File: config.mk
export PLATFORM = sky130hd
export DESIGN_NAME = pdsc_top
export DESIGN_NICKNAME = d
export VERILOG_FILES = /design/src/logic/pdsc_pkg.sv /design/src/logic/pdsc_top.sv
export VERILOG_INCLUDE_DIRS = /design/src /design/src/logic
export SDC_FILE = /design/constraint.sdc
export NUM_CORES = 1
export LEC_CHECK = 0
export ABC_CLOCK_PERIOD_IN_PS = 5450
export BUFFER_PORTS_ARGS = -buffer_cell sky130_fd_sc_hd__buf_2
export CAP_MARGIN = 20
export CORE_MARGIN = 10
export CORE_UTILIZATION = 45
export DETAILED_ROUTE_END_ITERATION = 10
export GPL_ROUTABILITY_DRIVEN = 0
export PLACE_DENSITY = 0.67
export SYNTH_ARGS = -nofsm -noshare
export SYNTH_HDL_FRONTEND = slang
export SYNTH_SLANG_ARGS = --single-unit
File: constraint.sdc
create_clock -name clk -period 5.45 [get_ports clk]
set_input_delay 1.09 -clock clk [delete_from_list [all_inputs] [get_ports clk]]
set_output_delay 1.09 -clock clk [all_outputs]
set_load 0.005 [all_outputs]
File: src/logic/pdsc_params.svh
// Summary of operation
// - Halt with standby select enters standby
// - Standby drives upper low, lower high
// - Wake starts settle timer, overflow resumes
// - Interrupt wake loads event code register
// - Wakes accepted despite mask-all flag
// - Encoded level wakes only with calendar clock
// - GPIO wakes only with calendar clock
// - Reset pin ends standby, bus clock runs
// - Stop bits gate peripheral clocks
// - Gated modules hold pins and registers
// - Clock stop bits gate bridge, timers, detection
// - Module stop bits gate seven modules
// - Clear module stop by 0, clock stop by clear word
// - Power-on reset keeps stop settings
// - Standby pin low enters hardware standby
// - Hardware standby ignores interrupts, floats outputs unless entered from standby
// - High-impedance select drives power-state enable in hardware standby only
// - Pin in standby stays stopped; settling restarts briefly
// - Only power-on reset ends hardware standby
// - State code HH reset, LH standby, LL normal
`ifndef PDSC_PARAMS_SVH
`define PDSC_PARAMS_SVH
`define PDSC_OFF_CTRL 8'h00
`define PDSC_OFF_PCTL2 8'h04
`define PDSC_OFF_CLKSTOP 8'h08
`define PDSC_OFF_CLKCLR 8'h0c
`define PDSC_OFF_SETTLE 8'h10
`define PDSC_OFF_STATUS 8'h14
`define PDSC_OFF_EVENT 8'h18
`define PDSC_BIT_STBYSEL 7
`define PDSC_BIT_STATUS_HIZ_SELECT 0
`define PDSC_MSTP_TIMER 2
`define PDSC_MSTP_CAL 1
`define PDSC_SETTLE_RST 16'h0100
`define PDSC_BRIEF_CYC 4'h2
`define PDSC_EVT_NMI 12'h1c0
`define PDSC_EVT_IRL 12'h200
`define PDSC_EVT_CAL 12'h480
`define PDSC_EVT_GPIO 12'h700
`endif

File: src/logic/pdsc_pkg.sv
package pdsc_pkg;
	typedef enum logic [2:0] {
		PDSC_RESET,
		PDSC_NORMAL,
		PDSC_STANDBY,
		PDSC_SETTLE,
		PDSC_BRIEF,
		PDSC_HWSTBY
	} pdsc_state_e;
	typedef struct packed {
		logic upper;
		logic lower;
		logic oe;
	} pdsc_pstate_s;
	typedef struct packed {
		logic cpu;
		logic periph;
		logic busOut;
	} pdsc_clken_s;
endpackage

File: src/logic/pdsc_top.sv
// The implementer's own choices: the register addresses and the AHB-Lite slave port.
`timescale 1ns/100ps
`include "pdsc_params.svh"
module pdsc_top
	import pdsc_pkg::*;
#(
	parameter int MOD_N = 7,
	parameter int CSTP_N = 3
) (
	input wire logic clk,
	input wire logic rst,
	input wire logic ce,
	input wire logic hsel,
	input wire logic [31:0] haddr,
	input wire logic [1:0] htrans,
	input wire logic hwrite,
	input wire logic [2:0] hsize,
	input wire logic [31:0] hwdata,
	input wire logic hready,
	output logic [31:0] hrdata,
	output logic hreadyout,
	output logic hresp,
	input wire logic resetPinN,
	input wire logic manualResetPinN,
	input wire logic hwStandbyPinN,
	input wire logic haltExec,
	input wire logic nmiReq,
	input wire logic [3:0] encodedIrqLevel,
	input wire logic [3:0] gpioWakeLevel,
	input wire logic calWakeReq,
	input wire logic calClockRunning,
	input wire logic [3:0] priorityMaskLevel,
	output pdsc_pstate_s powerState,
	output pdsc_clken_s clockEnable,
	output logic pinsOe,
	output logic pullUpEn,
	output logic [MOD_N-1:0] moduleClockEn,
	output logic pciBridgeClockEn,
	output logic timer34ClockEn,
	output logic pciTimerIrqDetectEn,
	output logic timerStartInit,
	output logic wakeIrq,
	output logic [11:0] eventCode
);

	pdsc_state_e state;
	pdsc_state_e next_state;
	logic standbySelect;
	logic statusHizSelect;
	logic [MOD_N-1:0] moduleStop;
	logic [CSTP_N-1:0] clockStop;
	logic [15:0] settleReload;
	logic [15:0] settleCount;
	logic [3:0] briefCount;
	logic [11:0] pendingCode;
	logic [11:0] next_code;
	logic hwFromStandby;
	logic dpWrite;
	logic [7:0] dpAddr;
	logic wrEn;
	logic wakeAny;
	logic irlWake;
	logic gpioWake;
	logic running;
	logic [MOD_N-1:0] next_modEn;

	assign hreadyout = 1'b1;
	assign hresp = 1'b0;
	assign wrEn = dpWrite;

	// Address phase capture
	always_ff @(posedge clk) begin
		if (rst) begin
			dpWrite <= 1'b0;
			dpAddr <= 8'h00;
		end else if (ce && hready) begin
			dpWrite <= hsel && htrans[1] && hwrite;
			dpAddr <= haddr[7:0];
		end
	end

	// Read data for the next data phase
	always_ff @(posedge clk) begin
		if (rst) begin
			hrdata <= 32'h00000000;
		end else if (ce && hready) begin
			hrdata <= 32'h00000000;
			if (hsel && htrans[1] && !hwrite) begin
				if (haddr[7:0] == `PDSC_OFF_CTRL) begin
					hrdata[`PDSC_BIT_STBYSEL] <= standbySelect;
					hrdata[MOD_N-1:0] <= moduleStop;
				end else if (haddr[7:0] == `PDSC_OFF_PCTL2) begin
					hrdata[`PDSC_BIT_STATUS_HIZ_SELECT] <= statusHizSelect;
				end else if (haddr[7:0] == `PDSC_OFF_CLKSTOP) begin
					hrdata[CSTP_N-1:0] <= clockStop;
				end else if (haddr[7:0] == `PDSC_OFF_SETTLE) begin
					hrdata[15:0] <= settleReload;
				end else if (haddr[7:0] == `PDSC_OFF_STATUS) begin
					hrdata[2:0] <= 3'(state);
					hrdata[3] <= powerState.upper;
					hrdata[4] <= powerState.lower;
					hrdata[31:16] <= settleCount;
				end else if (haddr[7:0] == `PDSC_OFF_EVENT) begin
					hrdata[11:0] <= eventCode;
				end
			end
		end
	end

	// Control registers; pin resets leave the stop bits alone
	always_ff @(posedge clk) begin
		if (rst) begin
			standbySelect <= 1'b0;
			statusHizSelect <= 1'b0;
			settleReload <= `PDSC_SETTLE_RST;
		end else if (ce && wrEn) begin
			if (dpAddr == `PDSC_OFF_CTRL) begin
				standbySelect <= hwdata[`PDSC_BIT_STBYSEL];
			end else if (dpAddr == `PDSC_OFF_PCTL2) begin
				statusHizSelect <= hwdata[`PDSC_BIT_STATUS_HIZ_SELECT];
			end else if (dpAddr == `PDSC_OFF_SETTLE) begin
				settleReload <= hwdata[15:0];
			end
		end
	end

	always_ff @(posedge clk) begin
		if (rst) begin
			moduleStop <= '0;
		end else if (ce && wrEn && dpAddr == `PDSC_OFF_CTRL) begin
			moduleStop <= hwdata[MOD_N-1:0];
		end
	end

	always_ff @(posedge clk) begin
		if (rst) begin
			clockStop <= '0;
		end else if (ce && wrEn) begin
			if (dpAddr == `PDSC_OFF_CLKSTOP) begin
				clockStop <= clockStop | hwdata[CSTP_N-1:0];
			end else if (dpAddr == `PDSC_OFF_CLKCLR) begin
				clockStop <= clockStop & ~hwdata[CSTP_N-1:0];
			end
		end
	end

	// Wake sources; mask-all flag is deliberately not consulted
	assign irlWake = calClockRunning && (encodedIrqLevel > priorityMaskLevel);
	assign gpioWake = calClockRunning && (gpioWakeLevel > priorityMaskLevel);
	assign wakeAny = nmiReq || irlWake || gpioWake || calWakeReq;

	always_comb begin
		if (nmiReq) begin
			next_code = `PDSC_EVT_NMI;
		end else if (irlWake) begin
			next_code = `PDSC_EVT_IRL + {3'h0, ~encodedIrqLevel, 5'h00};
		end else if (gpioWake) begin
			next_code = `PDSC_EVT_GPIO;
		end else begin
			next_code = `PDSC_EVT_CAL;
		end
	end

	always_comb begin
		next_state = state;
		case (state)
			PDSC_RESET: begin
				if (resetPinN && manualResetPinN) begin
					next_state = PDSC_NORMAL;
				end
			end
			PDSC_NORMAL: begin
				if (!hwStandbyPinN) begin
					next_state = PDSC_HWSTBY;
				end else if (haltExec && standbySelect) begin
					next_state = PDSC_STANDBY;
				end
			end
			PDSC_STANDBY: begin
				if (!hwStandbyPinN) begin
					next_state = PDSC_HWSTBY;
				end else if (wakeAny) begin
					next_state = PDSC_SETTLE;
				end
			end
			PDSC_SETTLE: begin
				if (!hwStandbyPinN) begin
					next_state = PDSC_BRIEF;
				end else if (settleCount == 16'h0000) begin
					next_state = PDSC_NORMAL;
				end
			end
			PDSC_BRIEF: begin
				if (briefCount == 4'h1) begin
					next_state = PDSC_HWSTBY;
				end
			end
			PDSC_HWSTBY: begin
				next_state = PDSC_HWSTBY;
			end
			default: begin
				next_state = PDSC_RESET;
			end
		endcase
		if (state == PDSC_HWSTBY) begin
			if (!resetPinN && hwStandbyPinN) begin
				next_state = PDSC_RESET;
			end
		end else if (!resetPinN || !manualResetPinN) begin
			next_state = PDSC_RESET;
		end
	end

	always_ff @(posedge clk) begin
		if (rst) begin
			state <= PDSC_RESET;
		end else if (ce) begin
			state <= next_state;
		end
	end

	// Settling timer
	always_ff @(posedge clk) begin
		if (rst) begin
			settleCount <= 16'h0000;
		end else if (ce) begin
			if (state == PDSC_STANDBY && next_state == PDSC_SETTLE) begin
				settleCount <= settleReload;
			end else if (state == PDSC_SETTLE && settleCount != 16'h0000) begin
				settleCount <= settleCount - 16'h0001;
			end
		end
	end

	always_ff @(posedge clk) begin
		if (rst) begin
			briefCount <= 4'h0;
		end else if (ce) begin
			if (next_state == PDSC_BRIEF && state != PDSC_BRIEF) begin
				briefCount <= `PDSC_BRIEF_CYC;
			end else if (state == PDSC_BRIEF) begin
				briefCount <= briefCount - 4'h1;
			end
		end
	end

	always_ff @(posedge clk) begin
		if (rst) begin
			hwFromStandby <= 1'b0;
		end else if (ce && next_state == PDSC_HWSTBY && state != PDSC_HWSTBY) begin
			hwFromStandby <= (state == PDSC_STANDBY);
		end
	end

	// Event code and wake pulse
	always_ff @(posedge clk) begin
		if (rst) begin
			pendingCode <= 12'h000;
		end else if (ce && state == PDSC_STANDBY && next_state == PDSC_SETTLE) begin
			pendingCode <= next_code;
		end
	end

	always_ff @(posedge clk) begin
		if (rst) begin
			eventCode <= 12'h000;
			wakeIrq <= 1'b0;
		end else if (ce) begin
			wakeIrq <= 1'b0;
			if (state == PDSC_SETTLE && next_state == PDSC_NORMAL) begin
				eventCode <= pendingCode;
				wakeIrq <= 1'b1;
			end
		end
	end

	// Power-state code and pin drive
	always_ff @(posedge clk) begin
		if (rst) begin
			powerState <= '{upper: 1'b1, lower: 1'b1, oe: 1'b1};
		end else if (ce) begin
			case (next_state)
				PDSC_RESET: begin
					powerState <= '{upper: 1'b1, lower: 1'b1, oe: 1'b1};
				end
				PDSC_STANDBY, PDSC_SETTLE: begin
					powerState <= '{upper: 1'b0, lower: 1'b1, oe: 1'b1};
				end
				PDSC_HWSTBY: begin
					powerState <= '{upper: 1'b0, lower: 1'b1, oe: !statusHizSelect};
				end
				default: begin
					powerState <= '{upper: 1'b0, lower: 1'b0, oe: 1'b1};
				end
			endcase
		end
	end

	always_ff @(posedge clk) begin
		if (rst) begin
			pinsOe <= 1'b1;
			pullUpEn <= 1'b1;
		end else if (ce) begin
			// Entry cycle looks at the live state, later cycles at the stored origin
			pinsOe <= (next_state != PDSC_HWSTBY)
				|| ((state == PDSC_HWSTBY) ? hwFromStandby : (state == PDSC_STANDBY));
			pullUpEn <= (next_state != PDSC_HWSTBY);
		end
	end

	// Clock enables
	assign running = (next_state == PDSC_NORMAL) || (next_state == PDSC_BRIEF)
		|| (next_state == PDSC_RESET);

	always_comb begin
		next_modEn = '0;
		for (int k = 0; k < MOD_N; k++) begin
			next_modEn[k] = running && !moduleStop[k];
		end
		if (next_state != PDSC_RESET && !running) begin
			next_modEn[`PDSC_MSTP_CAL] = !moduleStop[`PDSC_MSTP_CAL];
		end
	end

	always_ff @(posedge clk) begin
		if (rst) begin
			clockEnable <= '{cpu: 1'b1, periph: 1'b1, busOut: 1'b1};
			moduleClockEn <= '0;
		end else if (ce) begin
			clockEnable <= '{cpu: running, periph: running, busOut: running};
			moduleClockEn <= next_modEn;
		end
	end

	always_ff @(posedge clk) begin
		if (rst) begin
			pciBridgeClockEn <= 1'b0;
			timer34ClockEn <= 1'b0;
			pciTimerIrqDetectEn <= 1'b0;
		end else if (ce) begin
			pciBridgeClockEn <= running && !clockStop[2];
			timer34ClockEn <= running && !clockStop[1];
			pciTimerIrqDetectEn <= running && !clockStop[0];
		end
	end

	// Timer start word cleared on gating or standby entry
	always_ff @(posedge clk) begin
		if (rst) begin
			timerStartInit <= 1'b0;
		end else if (ce) begin
			timerStartInit <= (wrEn && dpAddr == `PDSC_OFF_CTRL
				&& hwdata[`PDSC_MSTP_TIMER] && !moduleStop[`PDSC_MSTP_TIMER])
				|| (state == PDSC_NORMAL && next_state == PDSC_STANDBY);
		end
	end
endmodule

==> metrics.md <==
| Metric | Value |
|---|---|
| Synth warn | `0` |
| Ys async rst share | `0%` |
| Maxcap violations | `0` |
| RR Startpoint | `settleCount[0]` |
| Overall Power | `2.12 mW` |
| Top Metal Used | `met4` |
| Wire per inst | `17.7 um` |
| Combinational fraction of design power | `6.3%` |
| DPL Wire Length | `12.1 mm` |
| Area growth syn-to-layout | `19.5%` |
| Setup bufs post-CTS | `0` |
| Via count | `5360` |
| Metal2 WL | `8.17 mm` |
| CP startpoint kind | `primary input` |
| Synthesized area | `5780 sq um` |
| Diodes inserted | `0` |
| Share of cells above drive strength 1 | `21.0%` |
| Clock Skew | `0.00869 ns` |
| Antenna violations before repair | `0` |
| Mapped Avg Cell Area | `8.46 sq um` |
| Min Hold Slack | `0.451 ns` |
| Final Hold Fails | `0` |
| Max clock buf depth | `2` |
| Switching part of the total power | `22.7%` |
| Top FF cell, synth | `dfxtp_1` |
| Nets | `871` |
| Cell count of the worst reg-to-reg path | `9` |
| Post-CTS sizing | `0` |
| Highest Clock Rate | `287 MHz` |
| Pin count of the biggest net entering global routing | `83` |
| CTS sink cnt | `123` |
| GRT Util Overall | `18.8%` |
| Root Driver | `clkbuf_16` |
| Clock Latency Late Sink | `0.42 ns` |
| IO Pins | `160` |
| Site Rows | `41` |
| Tightest Hold Check Type | `reg2reg` |
| Die extent in x | `133 um` |
| Grt ovf | `0` |
| RR Endpoint | `eventCode[7]` |
| Hold Crit Depth | `2` |
| Hold Path Origin | `pendingCode[8]` |
| Fin crit period | `3.48 ns` |
| Post-route DRC | `0` |
| P_int | `1.64 mW` |
| H-tree depth | `4` |
| Starting density of the core | `45.8%` |
| Rel. slew slack | `41.5%` |
| Power Dens Cells | `308 nW/um^2` |
| Post-synth EDFFs | `0` |
| Worst EP arrival | `3.83 ns` |
| Crit-path max FO | `43` |
| Clock power frac | `50.2%` |
| Worst Hold End | `pendingCode[8]` |
| Clock Pin Slew Worst Setup and Hold Paths | `0.05 ns` |
| Die Area | `17800 sq um` |
| Port Buffers | `107` |
| Peak VDD IR | `0.212 mV` |
| CORE AREA | `12600 sq um` |
| Routed wl met3 | `1.09 mm` |
| Worst-Margin Slew | `0.877 ns` |
| Detailed router's first-iteration violation count | `454` |
| Setup violators final | `0` |
| Number of global-route vias before repair | `5268` |
| Fillers | `1217` |
| Post-CTS Hold Fix Bufs | `0` |
| First-pass GRT wire length | `27.5 mm` |
| TritonCTS buffer count | `17` |
| Setup TNS | `0 ns` |
| Post-Syn Instances | `683` |
| Total Wirelength | `16.8 mm` |
| Routed Antenna Nets | `0` |
| Reg2Reg Setup Slack | `2.60 ns` |
| RSZ-0062 raised after global routing | `no` |
| Die height | `133 um` |
| Outcome | `finished clean` |
| Netlist cell types | `66` |
| DRT Pass-1 Iters | `5` |
| Leakage power | `2.91 nW` |
| FF+latch count, synth | `123` |
| Seq/Total Area, Yosys | `42.6%` |
| Worst EP required | `5.80 ns` |
| Final worst path period share | `63.8%` |
| Sequential share of power | `43.5%` |
| TritonCTS clock tree | `built` |
| Crit Path Category | `in2reg` |
| Crit. End Element | `flip-flop` |
| Via density | `5.64` |
| Psw | `483 uW` |
| Met1 wire length | `7.28 mm` |
| Max-slew violation count | `0` |
==> cells in the final DEF, fill, tap and decap left out, types with 5 or more instances in the layout <==
cell,n
a21oi_1,59
a22oi_1,25
a311oi_1,5
a32o_1,6
buf_2,106
clkbuf_1,5
clkbuf_16,17
conb_1,8
dfxtp_1,123
ha_1,11
inv_1,18
mux2_2,7
mux2i_1,26
nand2_1,81
nand2b_1,6
nand3_1,25
nand4_1,6
nor2_1,90
nor2b_1,6
nor3_1,20
nor3b_1,6
o21ai_0,17
o2bb2ai_1,5
o32ai_1,6
o41ai_2,9
==> state kept, by name (all words and copies together) (netlist names), 4 cells and up, named ones only <==
signal         flops
eventCode          6
settleCount       16
dpAddr             8
pendingCode        6
hrdata            32
moduleStop         7
settleReload      16
moduleClockEn      7
briefCount         4
==> critical path, stage by stage <==
cell      delay [ns]
buf_2           0.37
nand2_1         0.09
buf_4           0.30
nor3_1          0.56
o21ai_0         0.38
nor2b_1         0.67
a222oi_1        0.23
nor2_1          0.13
==> worst max path at each step <==
stage,start,to,cells after the start
CTS,ce,hrdata[23],8
global placement,ce,hrdata[19],8
global route,ce,hrdata[10],8
finish,ce,hrdata[8],8
detailed placement,ce,hrdata[23],8
floorplan,priorityMaskLevel[1],settleCount[10],10
==> per-layer routing <==
layer / vias to the layer above / GRT usage [%]
met5: - / 0
met4: 0 / 6.59
met3: 21 / 5.56
met2: 184 / 31.4
met1: 2537 / 22.3
li1: 2618 / -
==> power groups by stage <==
stage	Sequential, mW	Clock [mW]	Combinational [mW]
detailed placement	0.943	0	0.131
CTS	0.924	1.09	0.132
global placement	0.942	0	0.127
global route	0.925	1.13	0.149
floorplan	0.940	0	0.0845
finish	0.924	1.07	0.134
==> Yosys cell counts (all sizes together), types with 5 or more instances <==
library cell / number / share of area, %
a21oi: 60 / 5.3
a22oi: 25 / 3.2
a311oi: 5 / 0.76
a32o: 6 / 1.0
buf: 21 / 2.4
clkbuf: 33 / 2.1
dfxtp: 123 / 43
ha: 11 / 2.4
inv: 18 / 1.2
mux2: 7 / 1.4
mux2i: 26 / 4.5
nand2: 81 / 5.3
nand2b: 6 / 0.65
nand3: 25 / 2.2
nand4: 6 / 0.65
nor2: 91 / 6.0
nor2b: 6 / 0.65
nor3: 21 / 1.9
nor3b: 6 / 0.78
nor4: 5 / 0.80
o21ai: 18 / 1.6
o2bb2ai: 5 / 0.76
o32ai: 6 / 0.91
o41ai: 9 / 2.5
==> metrics by stage <==
stage	instances	utilization [%]	instance area (sq um)	setup slack, ns
after floorplan	689	-	5800	2.25
after global placement	917	50.0	6310	1.50
after global routing	950	54.7	6910	1.78
after detailed placement	917	50.0	6310	1.41
after CTS	948	54.4	6870	1.84
final	950	54.7	6910	1.97
==> area by class of cell <==
class	instances	area, sq um	share of cell area, %
clock buffer	23	458	6.63
clock inverter	8	95.1	1.38
inverter	19	71.3	1.03
multi-input combinational	493	3000	43.5
sequential	123	2460	35.7
tap	172	215	3.12
timing repair buffer	112	602	8.71
==> cell families (layout without fill, tap and decap cells) <==
| logic type | count (synthesis) | count (layout) | share of synthesized area [%] |
|---|---|---|---|
| compound gates | 168 | 168 | 20.9 |
| xor+xnor | 1 | 1 | 0.152 |
| fa+ha+maj | 11 | 11 | 2.38 |
| buf+inv | 73 | 162 | 5.80 |
| flops | 123 | 123 | 42.6 |
| mux | 33 | 33 | 5.87 |
| other cells | 2 | 8 | 0.130 |
| simple gates | 272 | 272 | 22.2 |
Power figures use the tool's default switching activity.
